**config.mk**
```make
export PLATFORM = sky130hd
export DESIGN_NAME = aftfr_flag_regs
export DESIGN_NICKNAME = d
export VERILOG_FILES = /design/src/verilog/aftfr_pkg.sv /design/src/verilog/aftfr_sync.sv /design/src/verilog/aftfr_irq_combine.sv /design/src/verilog/aftfr_flag_regs.sv
export SDC_FILE = /design/constraint.sdc
export NUM_CORES = 1
export LEC_CHECK = 0
export BUFFER_PORTS_ARGS = -buffer_cell sky130_fd_sc_hd__clkbuf_2
export CELL_PAD_IN_SITES_DETAIL_PLACEMENT = 0
export CELL_PAD_IN_SITES_GLOBAL_PLACEMENT = 2
export CORE_MARGIN = 5
export CORE_UTILIZATION = 31
export DETAILED_ROUTE_END_ITERATION = 10
export GPL_TIMING_DRIVEN = 1
export PLACE_DENSITY = 0.78
export SETUP_SLACK_MARGIN = 0.2
export SYNTH_ARGS = -nofsm -noshare
export SYNTH_HDL_FRONTEND = slang
export SYNTH_HIERARCHICAL = 1
export SYNTH_SLANG_ARGS = --single-unit
```
**constraint.sdc**
```tcl
create_clock -name clock -period 2.64 [get_ports clock]
set_input_delay 0.528 -clock clock [delete_from_list [all_inputs] [get_ports clock]]
set_output_delay 0.528 -clock clock [all_outputs]
set_load 0.005 [all_outputs]
```
**src/verilog/aftfr_pkg.sv**
```systemverilog
// shared constants for the alarm and fast-trip flag register bank
package aftfr_pkg;

   // register bus geometry: one byte register per aligned 32-bit word
   localparam int AFTFR_IDX_W = 9;
   localparam int AFTFR_ADDR_W = 11;
   localparam int AFTFR_DATA_W = 32;
   localparam int AFTFR_MASK_BYTES = 4;

   // register indices, byte address is four times the index
   localparam logic [8:0] AFTFR_IDX_ALARM2 = 9'h071;
   localparam logic [8:0] AFTFR_IDX_RSVD = 9'h072;
   localparam logic [8:0] AFTFR_IDX_FTRIP = 9'h073;
   localparam logic [8:0] AFTFR_IDX_MASK_SEL = 9'h0DA;
   localparam logic [8:0] AFTFR_IDX_CTRL = 9'h0E0;
   localparam logic [8:0] AFTFR_IDX_MASK0_BASE = 9'h0F8;
   localparam logic [8:0] AFTFR_IDX_MASK1_BASE = 9'h1F8;

   // field positions in the second alarm byte
   localparam int AFTFR_AUX3_HI_BIT = 7;
   localparam int AFTFR_AUX3_LO_BIT = 6;
   localparam int AFTFR_IRQ_BIT = 0;
   localparam logic [7:0] AFTFR_ALARM2_FLAG_MASK = 8'hC0;

   // field positions in the fast-trip byte
   localparam int AFTFR_FT_W = 5;
   localparam int AFTFR_FT_BIAS_WARN_BIT = 4;
   localparam int AFTFR_FT_BIAS_ALARM_BIT = 3;
   localparam int AFTFR_FT_LOSS_BIT = 2;
   localparam int AFTFR_FT_TXP_LOW_BIT = 1;
   localparam int AFTFR_FT_TXP_HIGH_BIT = 0;

   // control and select fields
   localparam int AFTFR_SEL_BIT = 0;
   localparam int AFTFR_CTRL_LATCH_BIT = 0;

   // reset values
   localparam logic [4:0] AFTFR_FT_RESET = 5'h00;
   localparam logic [7:0] AFTFR_MASK_RESET = 8'h00;
   localparam logic [7:0] AFTFR_READ_ZERO = 8'h00;

   // bus answer state
   typedef enum logic {AFTFR_IDLE, AFTFR_ANSWER} aftfr_bus_t;

   // byte address of a register index
   function automatic logic [10:0] aftfr_byte_addr(input logic [8:0] idx);
      return {idx, 2'b00};
   endfunction

endpackage

```
**src/verilog/aftfr_sync.sv**
```systemverilog
`timescale 1ns/1ps
// two-stage synchroniser for asynchronous comparator levels
module aftfr_sync
   import aftfr_pkg::*;
#(
   parameter int W = AFTFR_FT_W
) (
   input wire logic clock, // system clock
   input wire logic rst, // asynchronous reset, high
   input wire logic [W-1:0] asyncIn, // levels from another domain
   output logic [W-1:0] syncOut // levels safe to use
);

   logic [W-1:0] firstStage;

   // first stage feeds only the second stage
   always_ff @(posedge clock or posedge rst) begin
      if (rst) begin
         firstStage <= '0;
         syncOut <= '0;
      end else begin
         firstStage <= asyncIn;
         syncOut <= firstStage;
      end
   end

endmodule // aftfr_sync

```
**src/verilog/aftfr_irq_combine.sv**
```systemverilog
`timescale 1ns/1ps
// masked or-reduction of alarm and warning flags
module aftfr_irq_combine
   import aftfr_pkg::*;
(
   input wire logic [31:0] flagBytes, // alarm and warning flag bytes
   input wire logic [31:0] maskBank0, // masks of bank zero
   input wire logic [31:0] maskBank1, // masks of bank one
   input wire logic maskSel, // bank choice
   output logic irqOut // any enabled flag set
);

   logic [31:0] activeMask;

   // choose bank, then and each flag with its enable and or them together
   always_comb begin
      activeMask = maskSel ? maskBank1 : maskBank0;
      irqOut = |(flagBytes & activeMask);
   end

endmodule // aftfr_irq_combine

```
**src/verilog/aftfr_flag_regs.sv**
```systemverilog
// Added by the designer: register access over Avalon-MM.
`timescale 1ns/1ps
module aftfr_flag_regs
   import aftfr_pkg::*;
(
   input wire logic clock, // system clock, 100 MHz
   input wire logic rst, // asynchronous reset, high
   input wire logic [10:0] address, // avalon byte address
   input wire logic read, // avalon read request
   input wire logic write, // avalon write request
   input wire logic [31:0] writedata, // avalon write data
   input wire logic [3:0] byteenable, // avalon byte lanes
   output logic [31:0] readdata, // avalon read data
   output logic waitrequest, // avalon stall
   input wire logic aux3ConvDone, // aux input three conversion finished
   input wire logic aux3AboveHigh, // conversion above high limit
   input wire logic aux3BelowLow, // conversion below low limit
   input wire logic [7:0] alarmFlagsFirst, // first alarm byte flags
   input wire logic [7:0] warnFlagsFirst, // first warning byte flags
   input wire logic [7:0] warnFlagsSecond, // second warning byte flags
   input wire logic biasWarnCmp, // bias warning comparator, async
   input wire logic biasAlarmCmp, // bias alarm comparator, async
   input wire logic signalLossCmp, // loss of signal comparator, async
   input wire logic txPowerLowCmp, // low tx power comparator, async
   input wire logic txPowerHighCmp, // high tx power comparator, async
   output logic maskableIrqOut, // maskable interrupt level
   output logic [4:0] fastTripFlags // fast-trip flag byte, low bits
);

   // flag state
   logic aux3HighAlarm;
   logic aux3LowAlarm;
   logic [4:0] ftSync;
   logic [4:0] next_ftFlags;
   logic maskableIrqFlag;

   // configuration state
   logic [7:0] maskBank0 [0:3];
   logic [7:0] maskBank1 [0:3];
   logic maskSel;
   logic latchMode;

   // bus state
   aftfr_bus_t busState;
   logic accessReq;
   logic writeNow;
   logic lowLane;
   logic ftWriteNow;
   logic [7:0] readByte;
   logic [31:0] flagBytes;
   logic [31:0] maskFlat0;
   logic [31:0] maskFlat1;
   logic [31:0] selMaskFlat;
   logic readTaken;

   // bus handshake: one wait cycle, answer on the following edge
   assign accessReq = read | write;
   assign waitrequest = accessReq & (busState == AFTFR_IDLE);
   assign writeNow = write & (busState == AFTFR_ANSWER);
   assign lowLane = byteenable[0];
   assign readTaken = read & (busState == AFTFR_IDLE);
   assign ftWriteNow = writeNow & lowLane & (address == aftfr_byte_addr(AFTFR_IDX_FTRIP));

   // answer state follows each request for exactly one cycle
   always_ff @(posedge clock or posedge rst) begin
      if (rst) begin
         busState <= AFTFR_IDLE;
      end else begin
         case (busState)
            AFTFR_IDLE: begin
               if (accessReq) begin
                  busState <= AFTFR_ANSWER;
               end
            end
            AFTFR_ANSWER: begin
               busState <= AFTFR_IDLE;
            end
            default: begin
               busState <= AFTFR_IDLE;
            end
         endcase
      end
   end

   // aux3 alarm flags reload from every conversion result
   always_ff @(posedge clock or posedge rst) begin
      if (rst) begin
         aux3HighAlarm <= 1'b0;
         aux3LowAlarm <= 1'b0;
      end else if (aux3ConvDone) begin
         aux3HighAlarm <= aux3AboveHigh;
         aux3LowAlarm <= aux3BelowLow;
      end
   end

   // comparator outputs are asynchronous to this clock
   aftfr_sync #(
      .W(AFTFR_FT_W)
   ) u_ft_sync (
      .clock(clock),
      .rst(rst),
      .asyncIn({biasWarnCmp, biasAlarmCmp, signalLossCmp, txPowerLowCmp, txPowerHighCmp}),
      .syncOut(ftSync)
   );

   // fast-trip next value: transparent or latched with clear by zero write
   always_comb begin
      if (!latchMode) begin
         next_ftFlags = ftSync;
      end else if (ftWriteNow) begin
         // a comparator still asserted wins over the clearing write
         next_ftFlags = (fastTripFlags & writedata[4:0]) | ftSync;
      end else begin
         next_ftFlags = fastTripFlags | ftSync;
      end
   end

   // fast-trip flag byte, volatile, cleared at reset
   always_ff @(posedge clock or posedge rst) begin
      if (rst) begin
         fastTripFlags <= AFTFR_FT_RESET;
      end else begin
         fastTripFlags <= next_ftFlags;
      end
   end

   // mask bytes of both banks
   always_ff @(posedge clock or posedge rst) begin
      if (rst) begin
         for (int i = 0; i < AFTFR_MASK_BYTES; i++) begin
            maskBank0[i] <= AFTFR_MASK_RESET;
            maskBank1[i] <= AFTFR_MASK_RESET;
         end
      end else if (writeNow && lowLane) begin
         for (int i = 0; i < AFTFR_MASK_BYTES; i++) begin
            if (address == aftfr_byte_addr(AFTFR_IDX_MASK0_BASE + 9'(i))) begin
               maskBank0[i] <= writedata[7:0];
            end else if (address == aftfr_byte_addr(AFTFR_IDX_MASK1_BASE + 9'(i))) begin
               maskBank1[i] <= writedata[7:0];
            end
         end
      end
   end

   // mask bank select and latch mode control
   always_ff @(posedge clock or posedge rst) begin
      if (rst) begin
         maskSel <= 1'b0;
         latchMode <= 1'b0;
      end else if (writeNow && lowLane) begin
         if (address == aftfr_byte_addr(AFTFR_IDX_MASK_SEL)) begin
            maskSel <= writedata[AFTFR_SEL_BIT];
         end else if (address == aftfr_byte_addr(AFTFR_IDX_CTRL)) begin
            latchMode <= writedata[AFTFR_CTRL_LATCH_BIT];
         end
      end
   end

   // flatten flags and masks in byte order 70h, 71h, 74h, 75h
   assign flagBytes = {warnFlagsSecond & AFTFR_ALARM2_FLAG_MASK,
                       warnFlagsFirst,
                       {aux3HighAlarm, aux3LowAlarm, 6'h00},
                       alarmFlagsFirst};
   assign maskFlat0 = {maskBank0[3], maskBank0[2], maskBank0[1], maskBank0[0]};
   assign maskFlat1 = {maskBank1[3], maskBank1[2], maskBank1[1], maskBank1[0]};
   assign selMaskFlat = maskSel ? maskFlat1 : maskFlat0;

   // masked interrupt combine
   aftfr_irq_combine u_irq (
      .flagBytes(flagBytes),
      .maskBank0(maskFlat0),
      .maskBank1(maskFlat1),
      .maskSel(maskSel),
      .irqOut(maskableIrqFlag)
   );

   // interrupt flag also leaves the block as a level
   assign maskableIrqOut = maskableIrqFlag;

   // read byte selection, unmapped and reserved read as zero
   always_comb begin
      readByte = AFTFR_READ_ZERO;
      if (address == aftfr_byte_addr(AFTFR_IDX_ALARM2)) begin
         readByte[AFTFR_AUX3_HI_BIT] = aux3HighAlarm;
         readByte[AFTFR_AUX3_LO_BIT] = aux3LowAlarm;
         readByte[AFTFR_IRQ_BIT] = maskableIrqFlag;
      end else if (address == aftfr_byte_addr(AFTFR_IDX_RSVD)) begin
         readByte = AFTFR_READ_ZERO;
      end else if (address == aftfr_byte_addr(AFTFR_IDX_FTRIP)) begin
         readByte = {3'b000, fastTripFlags};
      end else if (address == aftfr_byte_addr(AFTFR_IDX_MASK_SEL)) begin
         readByte[AFTFR_SEL_BIT] = maskSel;
      end else if (address == aftfr_byte_addr(AFTFR_IDX_CTRL)) begin
         readByte[AFTFR_CTRL_LATCH_BIT] = latchMode;
      end else begin
         for (int i = 0; i < AFTFR_MASK_BYTES; i++) begin
            if (address == aftfr_byte_addr(AFTFR_IDX_MASK0_BASE + 9'(i))) begin
               readByte = maskBank0[i];
            end
            if (address == aftfr_byte_addr(AFTFR_IDX_MASK1_BASE + 9'(i))) begin
               readByte = maskBank1[i];
            end
         end
      end
   end

   // read data captured in the wait cycle, stands through the answer
   always_ff @(posedge clock or posedge rst) begin
      if (rst) begin
         readdata <= 32'h00000000;
      end else if (readTaken) begin
         readdata <= {24'h000000, readByte};
      end
   end

   // selected masks all zero keep interrupt low
   a_irq_all_masked: assert property (
      @(posedge clock) disable iff (rst)
      (selMaskFlat == 32'h00000000) |-> !maskableIrqOut)
      else $error("interrupt set with all masks zero");

   // interrupt matches the masked flag or
   a_irq_masked_or: assert property (
      @(posedge clock) disable iff (rst)
      maskableIrqOut == |(flagBytes & selMaskFlat))
      else $error("interrupt differs from masked flags");

   // high alarm loads from conversion result
   a_aux3_high_load: assert property (
      @(posedge clock) disable iff (rst)
      aux3ConvDone |=> aux3HighAlarm == $past(aux3AboveHigh))
      else $error("aux3 high alarm not loaded");

   // low alarm loads from conversion result
   a_aux3_low_load: assert property (
      @(posedge clock) disable iff (rst)
      aux3ConvDone |=> aux3LowAlarm == $past(aux3BelowLow))
      else $error("aux3 low alarm not loaded");

   // alarm flags hold between conversions
   a_aux3_hold: assert property (
      @(posedge clock) disable iff (rst)
      !aux3ConvDone |=> $stable(aux3HighAlarm) && $stable(aux3LowAlarm))
      else $error("aux3 alarm changed without conversion");

   // transparent mode tracks comparators three edges later
   a_ft_follow: assert property (
      @(posedge clock) disable iff (rst)
      !latchMode |=> fastTripFlags == $past(ftSync))
      else $error("fast-trip flags not following comparators");

   // latched mode keeps flags until a zero write
   a_ft_latch_clear: assert property (
      @(posedge clock) disable iff (rst)
      latchMode |=> fastTripFlags ==
         (($past(fastTripFlags) & ($past(ftWriteNow) ? $past(writedata[4:0]) : 5'h1F))
          | $past(ftSync)))
      else $error("latched fast-trip flag wrong");

   // upper fast-trip bits and high byte lanes read zero
   a_read_zero_bits: assert property (
      @(posedge clock) disable iff (rst)
      (read && busState == AFTFR_IDLE && address == aftfr_byte_addr(AFTFR_IDX_FTRIP))
      |=> readdata[7:5] == 3'b000 && readdata[31:8] == 24'h000000)
      else $error("fast-trip reserved bits not zero");

   // every request answered after exactly one wait cycle
   a_wait_one: assert property (
      @(posedge clock) disable iff (rst)
      (accessReq && waitrequest) |=> !waitrequest)
      else $error("waitrequest held too long");

   // second alarm byte read carries both aux3 alarm flags
   a_alarm2_aux_bits: assert property (
      @(posedge clock) disable iff (rst)
      (readTaken && address == aftfr_byte_addr(AFTFR_IDX_ALARM2))
      |=> readdata[7:6] == {$past(aux3HighAlarm), $past(aux3LowAlarm)})
      else $error("aux3 alarm bits in read data wrong");

   // second alarm byte read carries the interrupt flag
   a_irq_read_bit: assert property (
      @(posedge clock) disable iff (rst)
      (readTaken && address == aftfr_byte_addr(AFTFR_IDX_ALARM2))
      |=> readdata[0] == $past(maskableIrqOut))
      else $error("interrupt bit in read data wrong");

   // reserved bits of the second alarm byte read zero
   a_alarm2_rsvd_zero: assert property (
      @(posedge clock) disable iff (rst)
      (readTaken && address == aftfr_byte_addr(AFTFR_IDX_ALARM2))
      |=> readdata[5:1] == 5'h00 && readdata[31:8] == 24'h000000)
      else $error("reserved alarm bits not zero");

   // reserved byte reads zero
   a_rsvd_read_zero: assert property (
      @(posedge clock) disable iff (rst)
      (readTaken && address == aftfr_byte_addr(AFTFR_IDX_RSVD))
      |=> readdata == 32'h00000000)
      else $error("reserved byte not zero");

   // fast-trip read returns the flag register
   a_ft_read_value: assert property (
      @(posedge clock) disable iff (rst)
      (readTaken && address == aftfr_byte_addr(AFTFR_IDX_FTRIP))
      |=> readdata[4:0] == $past(fastTripFlags))
      else $error("fast-trip read data wrong");

   // mask bank select loads from a low lane write
   a_mask_sel_load: assert property (
      @(posedge clock) disable iff (rst)
      (writeNow && lowLane && address == aftfr_byte_addr(AFTFR_IDX_MASK_SEL))
      |=> maskSel == $past(writedata[AFTFR_SEL_BIT]))
      else $error("mask select not loaded");

   // a comparator still high sets its latched flag
   a_ft_set_wins: assert property (
      @(posedge clock) disable iff (rst)
      (latchMode && ftSync != 5'h00)
      |=> (fastTripFlags & $past(ftSync)) == $past(ftSync))
      else $error("latched flag lost while comparator set");

   // latched flags never drop without a clearing write
   a_ft_no_drop: assert property (
      @(posedge clock) disable iff (rst)
      (latchMode && !ftWriteNow)
      |=> ($past(fastTripFlags) & ~fastTripFlags) == 5'h00)
      else $error("latched flag dropped without write");

   // answer state lasts one cycle
   a_answer_once: assert property (
      @(posedge clock) disable iff (rst)
      (busState == AFTFR_ANSWER) |=> (busState == AFTFR_IDLE))
      else $error("answer state held too long");

endmodule // aftfr_flag_regs

```
### Word-level counts from Yosys, hierarchy flattened

Cells that the tools add are included.

| word-level totals | value |
|---|---|
| bits in registers | 92 |
| latch bits | 0 |
| RAM bits | 0 |
| memory bits (read-only) | 0 |
| bits of input ports | 83 |
| output and inout port bits | 39 |
| word-level logic and storage cells | 80 |
| memories kept | 0 |

| cells by class | value |
|---|---|
| add/subtract/negate cells | 0 |
| multiply operators | 0 |
| divide/modulo/power cells | 0 |
| magnitude comparators | 0 |
| equal/unequal tests | 13 |
| shift operators | 0 |
| mux-type cells | 22 |
| bitwise logic cells | 16 |
| reductions and logical operators | 12 |

Operator list:

| operator | number |
|---|---|
| 8-bit two-way mux | 10 |
| 11-bit by 10-bit == test with 1-bit output (second input constant) | 6 |
| 11-bit == test (second input constant) | 4 |
| 11-bit by 9-bit == test with 1-bit output (second input constant) | 3 |
| 32-bit bitwise AND | 1 |
| 32-bit two-way mux | 1 |
| 32-bit OR reduction | 1 |
| 5-bit two-way mux | 3 |
| 3-bit AND reduction | 5 |
| 7-bit two-way mux | 2 |
| 5-bit bitwise OR | 2 |
| 2-bit AND reduction | 5 |
| 1-bit NOT | 6 |
| 1-bit bitwise AND | 5 |
| 5-bit bitwise AND | 1 |
| 1-bit two-way mux | 4 |
| 2-bit two-way mux | 1 |
| 1-bit case mux with 2 select lines | 1 |
| 1-bit logical AND | 1 |
| 1-bit bitwise OR | 1 |

### Depth between registers and ports, before layout

Gate-level depths: netlist (run 1).

| logic depth | value |
|---|---|
| depth in word-level cells | 14 |
| depth in mapped cells | 9 |
| depth with buffers taken out | 7 |

### Hierarchy

The synthesis (run 1) kept the hierarchy.

Modules (own cells, without submodules):

| module | times used | cells an instance | area each (um2) | seq. area each (um2) |
|---|---|---|---|---|
| aftfr_flag_regs | 1 | 399 | 4375.4 | 2052.0 |
| aftfr_irq_combine | 1 | 57 | 555.5 | 0.0 |
| aftfr_sync | 1 | 11 | 254.0 | 250.2 |

### Worst setup path before layout (run 1)

Ideal clock, no wire load.

| path | value |
|---|---|
| path type | register to output |
| from | reg maskSel |
| to | out maskableIrqOut |
| data arrival time | 1.737 ns |
| required time | 2.112 ns |
| path slack | 0.375 ns |
| cell stages (with the launch flop) | 7 |
| buffers on the path | 2 |
| cell sequence | dfrtp_1 > buf_6 > buf_8 > mux2_1 > a22oi_1 > nand4_1 > or4_1 |

| between the ends | value |
|---|---|
| word-level cells in the longest chain between the ends | 3 |

Ends and longest elaborated chain:

| item | RTL line | text |
|---|---|---|
| start, declared | aftfr_flag_regs.sv:40 | `logic maskSel;` |
| start signal, assigned | aftfr_flag_regs.sv:152 | `maskSel <= writedata[AFTFR_SEL_BIT];` |
| 32-bit two-way mux | aftfr_irq_combine.sv:17 | `activeMask = maskSel ? maskBank1 : maskBank0;` |
| 32-bit bitwise AND | aftfr_irq_combine.sv:18 | `irqOut = \|(flagBytes & activeMask);` |
| 32-bit OR reduction | aftfr_irq_combine.sv:18 |  |
| end, declared | aftfr_flag_regs.sv:26 | `output logic maskableIrqOut,` |

No other way between the ends.

### Worst setup path in the final report (run 1)

Same ends and word-level chain as after synthesis.

==> results of run 1 <==
Yosys cell counts (2+ instances only):
cell type	count	area share [%]
a211oi_1	7	1.0
a21oi_1	27	2.6
a222oi_1	2	0.39
a22o_1	3	0.51
a22oi_1	21	3.0
a2bb2oi_1	5	0.84
a31oi_1	3	0.36
a32oi_1	2	0.34
and2_1	4	0.48
and3_1	2	0.24
and3b_1	2	0.34
buf_1	2	0.14
buf_4	24	3.5
buf_6	4	0.87
clkbuf_1	12	0.87
dfrtp_1	92	44
inv_1	5	0.36
mux2_1	4	0.87
mux2_2	95	21
mux2i_1	2	0.39
nand2_1	30	2.2
nand2b_1	7	0.84
nand3_1	8	0.77
nand3b_1	3	0.43
nand4_1	8	0.97
nand4bb_1	2	0.43
nor2_1	18	1.3
nor2b_1	3	0.36
nor3_1	4	0.39
nor3_2	6	1.2
nor4_1	2	0.24
o211ai_1	8	1.2
o21a_1	4	0.58
o21ai_0	17	1.6
o22ai_1	2	0.24
o2bb2ai_1	2	0.34
where the power goes:
part           internal (mW)  total [mW]  switching (mW)
Combinational         0.0960       0.269           0.173
Sequential              1.44        1.46          0.0207
Clock                  0.885        1.44           0.553
metrics by stage:
| step | util [%] | hold slack, ns |
|---|---|---|
| 6_report | 38.92 | 0.1760 |
| 5_1_grt | 38.92 | 0.1997 |
| 4_1_cts | 38.07 | 0.1824 |
| 3_5_place_dp | 35.66 | 0.3394 |
| 3_3_place_gp | 35.66 | 0.3397 |
| 2_1_floorplan | - | 0.3312 |
layout make-up:
cell class	count	area (sq um)	share of cell area (%)
multi-input combinational	361	2794	43.44
sequential	92	2303	35.82
timing repair buffer	105	700.7	10.89
tap	220	275.3	4.280
clock buffer	11	252.7	3.930
clock inverter	5	82.58	1.284
inverter	5	22.52	0.3502
cell families (layout without fill, tap and decap cells):
group | after synthesis | count (layout)
flops | 92 | 92
mux | 102 | 102
other cells | 1 | 36
simple gates | 115 | 115
compound gates | 108 | 108
buf+inv | 49 | 126
per-layer routing:
layer / global-route usage, % / vias to the layer above / part of all wire, %
met3: 4.391 / 15 / 5.9
met4: 3.759 / 0 / 1.3
li1: - / 1913 / -
met5: 0 / - / 0
met2: 26.11 / 142 / 46
met1: 23.43 / 2151 / 47
sequential cells by signal (all words and copies together) (netlist names), 5 cells and up:
name / count
u_ft_sync/firstStage: 5
u_ft_sync/syncOut: 5
fastTripFlags: 5
readdata: 8
maskBank1: 32
maskBank0: 32
critical path, delay by kind of cell, from the launching register on:
family,cells,cell delay (ns)
and+or+nand+nor,2,0.78
buffers and inverters,2,0.35
AOI/OAI and AO/OA,1,0.12
DFF,1,0.48
muxes,1,0.36
worst paths after layout:
path                                      endpoint  cells after the start                     from  slack [ns]
min in group clock         u_ft_sync/firstStage[4]                      1              biasWarnCmp        0.30
max in group asynchronous            maskBank0[23]                      3                      rst        1.56
hold reg to reg               u_ft_sync/syncOut[0]                      0  u_ft_sync/firstStage[0]        0.35
hold / removal             u_ft_sync/firstStage[0]                      2                      rst        0.18
setup / recovery                    maskableIrqOut                      6                  maskSel       -0.33
setup reg to reg                       readdata[0]                      8                  maskSel        0.17
repair_timing:
action	CTS	global route
pin swaps	1	13
gates cloned	1	1
endpoints found under the setup margin	2	2
resized for setup	5	20
buffers inserted	1	3
==> flow_metrics.env, run 1 <==
export IMPL_power_density_nw_per_um2=491.9
export IMPL_die_area_sq_um=19410
export IMPL_ys_seq_area_share_pct=44.40
export IMPL_syn_area_per_cell_sq_um=11.10
export IMPL_skew_ns=0.009426
export IMPL_final_area_sq_um=6431
export IMPL_status="complete, but fails checks"
export IMPL_nets=657
export IMPL_synthesis_area_sq_um=5185
export IMPL_violations="setup timing"
export IMPL_place_hpwl_mm=12.37
export IMPL_slowest_stage="or4_4"
export IMPL_ir_worst_vdd_mv=0.3793
export IMPL_hp_class="primary input to async pin"
export IMPL_critical_path_class="register to primary output"
export IMPL_cp_end_kind="primary output"
export IMPL_pre_cts_ws_ns=-0.03650
export IMPL_ys_ff_latch=92
export IMPL_chipWidth_um=139.3
export IMPL_drt_iter0_drc=278
export IMPL_drc=0
export IMPL_first_global_vias=4239
export IMPL_synth_edf_count=0
export IMPL_synth_simple_area_share_pct=13.25
export IMPL_synthMuxAreaShare_pct=22.32
export IMPL_grt_max_degree=36
export IMPL_start_util_pct=31.38
export IMPL_p_total_mw=3.164
export IMPL_finalNonFillerCells=799
export IMPL_tns_ns=-0.3331
export IMPL_overflow=0
export IMPL_htreeDepth=3
export IMPL_finalMaxSlewViolations=0
export IMPL_core_sq_um=16520
export IMPL_cts_tree="done"
export IMPL_ys_types=61
export IMPL_antenna_found_initial=0
export IMPL_finalHoldViolations=0
export IMPL_synth_warnings=6
export IMPL_power_leakage_nw=2.965
export IMPL_cpPeakStageDelay_ns=0.61
export IMPL_port_buffers=64
export IMPL_root_buffer="clkbuf_16"
export IMPL_synthArstFlopShare_pct=100.0
export IMPL_wirelength_mm=16.41
export IMPL_synth_compound_area_share_pct=13.85
export IMPL_fillers=1635
export IMPL_critPathMaxFanout=7
export IMPL_max_freq_mhz=336.3
export IMPL_post_drt_wl_per_cell_um=20.54
export IMPL_viasPerCell=5.283
export IMPL_rows=47
export IMPL_synth_xor_area_share_pct=0
export IMPL_vias=4221
export IMPL_fp_dieH_um=139.3
export IMPL_maxCapViolCount=0
export IMPL_num_antenna_cells=0
export IMPL_placed_cell_area_sq_um=5893
export IMPL_dp_cells=777
export IMPL_relSlewSlack_pct=43.65
export IMPL_cts_buffers=9
export IMPL_hold_buffers=0
export IMPL_required_ns=2.11
export IMPL_clk_pin_slew_ns=0.06
export IMPL_post_route_period_util_pct=112.6
export IMPL_postRouteAntennaNets=0
export IMPL_worstSkewPairLatency_ns=0.34
export IMPL_place_congestion=0.8777
export IMPL_path_cells="clkbuf_16 -> mux2_2 -> a22oi_2 -> nand4_1 -> or4_4 -> buf_6"
export IMPL_fin_crit_ns=2.973
export IMPL_io_pins=122
export IMPL_grt_pass1_wl_mm=25.23
export IMPL_tightest_slew_ns=0.8434
export IMPL_setup_viol=1
export IMPL_layout_drive_gt1_share_pct=43.01
export IMPL_grtUsageTotal_pct=16.74
export IMPL_layout_common_cells="dfrtp_1, mux2_2, clkbuf_2"
export IMPL_clock_sinks=92
export IMPL_synth_top_family_by_area="multiplexers"
export IMPL_ys_flop_type="dfrtp_1"
export IMPL_critPathLaunchType="register"
export IMPL_layout_commonest_cell="dfrtp_1"
export IMPL_arrival_ns=2.45
export IMPL_syn2layout_area_growth_pct=24.03
export IMPL_clk_path_buf_depth=2
export IMPL_rsz0062_at_grt="true"
export IMPL_setup_ws_ns=-0.3331
export IMPL_synth_fa_ha_area_share_pct=0
export IMPL_dr_pass1_iters=4
export IMPL_postSynthCellCount=467
Note: power is estimated with default switching activity, not from simulation.
==> run 2: changes to the inputs <==
--- a/config.mk
+++ b/config.mk
@@ -13,7 +13,7 @@
 export DETAILED_ROUTE_END_ITERATION = 10
 export GPL_TIMING_DRIVEN = 1
 export PLACE_DENSITY = 0.78
-export SETUP_SLACK_MARGIN = 0.2
+export SETUP_SLACK_MARGIN = 0.3
 export SYNTH_ARGS = -nofsm -noshare
 export SYNTH_HDL_FRONTEND = slang
 export SYNTH_HIERARCHICAL = 1
==> run 2 against run 1 <==
  * Combinational power about the same
  * First-iteration DRC count decreased by 16%
  * Highest routed layer unchanged
  * Routed wire length decreased by 0.13%
  * Die area unchanged
  * The flow still finishes with violations (setup timing)
  * Sequential power about the same
  * Setup slack improved by 0.033 ns
  * Largest power group unchanged
  * Global-route usage increased by 0.094 points
  * Cell count increased by 0.13%
  * Total power about the same
==> flow_metrics.env, run 2 (synthesized netlist as in run 1, its figures left out) <==
export IMPL_arrival_ns=2.41
export IMPL_use_met1_pct=23.50
export IMPL_status="complete, but fails checks"
export IMPL_start_util_pct=31.38
export IMPL_reg2reg_depth=8
export IMPL_num_antenna_cells=0
export IMPL_first_global_vias=4274
export IMPL_drt_iter0_drc=233
export IMPL_root_buffer="clkbuf_16"
export IMPL_worstSkewPairLatency_ns=0.34
export IMPL_ir_worst_vdd_mv=0.3772
export IMPL_syn2layout_area_growth_pct=24.61
export IMPL_rows=47
export IMPL_grt_max_degree=36
export IMPL_drc=0
export IMPL_max_freq_mhz=340.1
export IMPL_overflow=0
export IMPL_path_cells="clkbuf_16 -> mux2_4 -> a22oi_2 -> nand4_1 -> or4_4 -> buf_6"
export IMPL_post_route_period_util_pct=111.4
export IMPL_busiest_layer="met2"
export IMPL_chipWidth_um=139.3
export IMPL_setup_ws_ns=-0.3000
export IMPL_dr_pass1_iters=5
export IMPL_vias=4201
export IMPL_cp_end_kind="primary output"
export IMPL_hp_class="primary input to async pin"
export IMPL_critical_path_class="register to primary output"
export IMPL_critPathLaunchType="register"
export IMPL_clk_path_buf_depth=2
export IMPL_fp_dieH_um=139.3
export IMPL_fin_util_pct=39.10
export IMPL_r2r_start="maskSel"
export IMPL_antenna_found_initial=0
export IMPL_die_area_sq_um=19410
export IMPL_viasPerCell=5.251
export IMPL_core_sq_um=16520
export IMPL_violations="setup timing"
export IMPL_reg2reg_to="readdata[0]"
export IMPL_r2r_slack_ns=0.20
export IMPL_tightest_slew_ns=0.8420
export IMPL_layout_commonest_cell="dfrtp_1"
export IMPL_layout_drive_gt1_share_pct=43.28
export IMPL_place_hpwl_mm=12.37
export IMPL_port_buffers=64
export IMPL_largestRegisters="maskBank0 (32), maskBank1 (32), readdata (8)"
export IMPL_wirelength_mm=16.39
export IMPL_skew_ns=0.008330
export IMPL_rsz0062_at_grt="true"
export IMPL_slowest_stage="or4_4"
export IMPL_clock_sinks=92
export IMPL_finalHoldViolations=0
export IMPL_setup_viol=1
export IMPL_critPathMaxFanout=7
export IMPL_post_drt_wl_per_cell_um=20.49
export IMPL_final_area_sq_um=6461
export IMPL_tns_ns=-0.3000
export IMPL_maxCapViolCount=0
export IMPL_nets=658
export IMPL_clk_pin_slew_ns=0.06
export IMPL_fillers=1635
export IMPL_power_density_nw_per_um2=489.2
export IMPL_layout_common_cells="dfrtp_1, mux2_2, clkbuf_2"
export IMPL_finalMaxSlewViolations=0
export IMPL_p_total_mw=3.161
export IMPL_grtUsageTotal_pct=16.83
export IMPL_relSlewSlack_pct=43.75
export IMPL_met2_usage_pct=26.36
export IMPL_required_ns=2.11
export IMPL_htreeDepth=3
export IMPL_cts_buffers=9
export IMPL_cts_tree="done"
export IMPL_postRouteAntennaNets=0
export IMPL_grt_pass1_wl_mm=25.43
export IMPL_grt_use_met3_pct=4.391
export IMPL_power_leakage_nw=2.974
export IMPL_place_congestion=0.8777
export IMPL_placed_cell_area_sq_um=5893
export IMPL_crit_start="maskSel"
export IMPL_cpPeakStageDelay_ns=0.61
export IMPL_fin_crit_ns=2.940
export IMPL_io_pins=122
==> run 2: cell count changes in the layout (fill, tap and decap cells not counted), sizes merged <==
cell  previous run  this run
buf             41        42
==> run 2: how the worst max path moves through the flow <==
stage / slack [ns] / end / cells past startpoint
floorplan: 0.37 / maskableIrqOut / 6
global placement: -0.02 / maskableIrqOut / 6
detailed placement: -0.04 / maskableIrqOut / 6
CTS: -0.26 / maskableIrqOut / 6
global route: -0.34 / maskableIrqOut / 6
finish: -0.30 / maskableIrqOut / 6
==> run 2: power breakdown <==
part	total, mW	switching (mW)	leakage (nW)	internal (mW)
registers	1.46	0.0212	1.23	1.44
clock network	1.44	0.551	0.166	0.885
logic	0.268	0.172	1.58	0.0962
total	3.16	0.744	2.97	2.42
==> run 2: layout make-up <==
| cell class | instances | area [sq um] | share of cell area (%) |
|---|---|---|---|
| clock buffers | 11 | 252.7 | 3.912 |
| clock inverters | 5 | 82.58 | 1.278 |
| inverters | 5 | 22.52 | 0.3486 |
| multi-input cells | 361 | 2816 | 43.59 |
| flip-flops and latches | 92 | 2303 | 35.65 |
| well taps | 220 | 275.3 | 4.260 |
| repair buffers | 106 | 708.2 | 10.96 |
==> run 2: per-layer routing <==
layer	wire (um)	vias to the layer above
met5	0	-
met3	885	18
met1	7743	2119
li1	-	1914
met4	304	0
met2	7454	150
==> run 2: stage by stage <==
step	std cells	hold WS, ns	setup slack (ns)
6_report	800	0.1759	-0.3000
3_3_place_gp	777	0.3397	-0.01730
2_1_floorplan	502	0.3312	0.3745
3_5_place_dp	777	0.3394	-0.03650
4_1_cts	795	0.1824	-0.2627
5_1_grt	800	0.1997	-0.3427
==> run 2: worst max-delay path: cells and delay by family, from the launching register on <==
| kind | cells | cell delay, ns |
|---|---|---|
| AND/OR/NAND/NOR | 2 | 0.76 |
| multiplexers | 1 | 0.30 |
| flip-flops | 1 | 0.49 |
| buffers and inverters | 2 | 0.35 |
| AO/OA/AOI/OAI | 1 | 0.16 |
==> run 2: timing repair <==
action,CTS,global route
setup buffers,1,4
hold buffers,0,0
cloned,1,1
gates resized for setup,14,17
endpoints found under the setup margin,2,2
pin swaps,1,15
==> run 3: changes to the inputs <==
==> constraint.sdc (replaced) <==
create_clock -name clock -period 2.63 [get_ports clock]
set_input_delay 0.526 -clock clock [delete_from_list [all_inputs] [get_ports clock]]
set_output_delay 0.526 -clock clock [all_outputs]
set_load 0.005 [all_outputs]
==> run 3 against run 2 <==
  * Largest cell class unchanged
  * Utilization is 0.90 points lower
  * Total power fell by 5.9%
  * Sequential share of layout area is 0.84 points higher
  * The flow still finishes with violations (setup timing)
  * Sequential cell count unchanged
  * Via count is 3.1% lower
  * Largest power group unchanged
  * Count of clock-buffer cells in the layout shrank 2
  * Register-to-register slack worse by 0.02 ns
  * Combinational power fell by 2%
==> flow_metrics.env, run 3 (synthesized netlist as in run 1, its figures left out) <==
export IMPL_cts_buffers=9
export IMPL_worstSkewPairLatency_ns=0.35
export IMPL_skew_ns=0.01151
export IMPL_violations="setup timing"
export IMPL_required_ns=2.10
export IMPL_power_density_nw_per_um2=471.0
export IMPL_cts_tree="done"
export IMPL_antenna_found_initial=0
export IMPL_busiest_layer="met2"
export IMPL_post_route_period_util_pct=112.1
export IMPL_chipWidth_um=139.3
export IMPL_reg2reg_to="readdata[0]"
export IMPL_fp_dieH_um=139.3
export IMPL_fin_crit_ns=2.947
export IMPL_pre_cts_ws_ns=-0.06998
export IMPL_rsz0062_at_grt="true"
export IMPL_grtUsageTotal_pct=16.97
export IMPL_use_met1_pct=23.74
export IMPL_fin_util_pct=38.20
export IMPL_first_global_vias=4245
export IMPL_root_buffer="clkbuf_16"
export IMPL_maxCapViolCount=0
export IMPL_setup_ws_ns=-0.3175
export IMPL_critPathMaxFanout=6
export IMPL_finalNonFillerCells=794
export IMPL_clock_sinks=92
export IMPL_drt_iter0_drc=238
export IMPL_grt_max_degree=83
export IMPL_layout_common_cells="mux2_2, dfrtp_1, clkbuf_2"
export IMPL_placed_cell_area_sq_um=5876
export IMPL_ir_worst_vdd_mv=0.3366
export IMPL_met2_usage_pct=26.54
export IMPL_dp_cells=773
export IMPL_r2r_start="maskSel"
export IMPL_largestRegisters="maskBank0 (32), maskBank1 (32), readdata (8)"
export IMPL_die_area_sq_um=19410
export IMPL_io_pins=122
export IMPL_endpoint="maskableIrqOut"
export IMPL_hp_class="primary input to async pin"
export IMPL_r2r_slack_ns=0.18
export IMPL_finalHoldViolations=0
export IMPL_num_antenna_cells=0
export IMPL_critPathLaunchType="register"
export IMPL_post_drt_wl_per_cell_um=20.24
export IMPL_drc=0
export IMPL_reg2reg_depth=10
export IMPL_tightest_slew_ns=0.5934
export IMPL_overflow=0
export IMPL_grt_pass1_wl_mm=25.56
export IMPL_place_hpwl_mm=12.06
export IMPL_layout_drive_gt1_share_pct=41.11
export IMPL_wirelength_mm=16.07
export IMPL_critical_path_class="register to primary output"
export IMPL_core_sq_um=16520
export IMPL_status="complete, but fails checks"
export IMPL_rows=47
export IMPL_cp_end_kind="primary output"
export IMPL_p_total_mw=2.973
export IMPL_tns_ns=-0.3175
export IMPL_viasPerCell=5.128
export IMPL_place_congestion=0.8335
export IMPL_grt_use_met3_pct=4.391
export IMPL_nets=652
export IMPL_postRouteAntennaNets=0
export IMPL_setup_viol=1
export IMPL_clk_path_buf_depth=2
export IMPL_clk_pin_slew_ns=0.07
export IMPL_finalMaxSlewViolations=0
export IMPL_dr_pass1_iters=5
export IMPL_final_area_sq_um=6312
export IMPL_hold_ws_ns=0.1630
export IMPL_vias=4072
export IMPL_start_util_pct=31.38
export IMPL_port_buffers=64
export IMPL_syn2layout_area_growth_pct=21.74
export IMPL_htreeDepth=3
export IMPL_layout_commonest_cell="mux2_2"
export IMPL_power_leakage_nw=2.907
export IMPL_max_freq_mhz=339.3
export IMPL_crit_start="maskSel"
export IMPL_arrival_ns=2.42
export IMPL_relSlewSlack_pct=60.35
## run 3: final cells by class
class / count / area [sq um]
Clock inverter: 7 / 57.56
Timing Repair Buffer: 100 / 688.2
Fill cell: 1630 / 10210
Multi-Input combinational cell: 361 / 2740
Sequential cell: 92 / 2303
Clock buffer: 9 / 225.2
Tap cell: 220 / 275.3
Inverter: 5 / 22.52
## run 3: worst min path at each step
stage                     cells past startpoint                       to                    start
after floorplan                               0     u_ft_sync/syncOut[0]  u_ft_sync/firstStage[0]
after global placement                        0     u_ft_sync/syncOut[0]  u_ft_sync/firstStage[0]
after detailed placement                      0     u_ft_sync/syncOut[1]  u_ft_sync/firstStage[1]
after CTS                                     2     u_ft_sync/syncOut[0]                      rst
after global routing                          2  u_ft_sync/firstStage[0]                      rst
final                                         2     u_ft_sync/syncOut[0]                      rst
## run 3: what timing repair did
| action | CTS | global route |
|---|---|---|
| cloned | 2 | 0 |
| pin swaps | 4 | 0 |
| endpoints found under the setup margin | 2 | 2 |
| resized for setup | 14 | 0 |
| hold buffers | 0 | 0 |
| buffers inserted | 3 | 0 |
## run 3: where the power goes
group | switching, mW | internal, mW
registers | 0.0211 | 1.44
clock network | 0.596 | 0.654
logic | 0.167 | 0.0949
total | 0.783 | 2.19
## run 3: routing by layer
| metal | share of wire (%) | wire [um] |
|---|---|---|
| met5 | 0 | 0 |
| met4 | 1.6 | 251 |
| met3 | 6.3 | 1014 |
| met2 | 46 | 7393 |
| met1 | 46 | 7408 |
## run 3: worst max-delay path, stage by stage (launching register included)
cell      delay, ns
dfrtp_2        0.44
buf_12         0.15
buf_16         0.13
buf_8          0.11
mux2_4         0.30
a22oi_2        0.15
nand4_1        0.11
or4_4          0.53
clkbuf_2       0.14
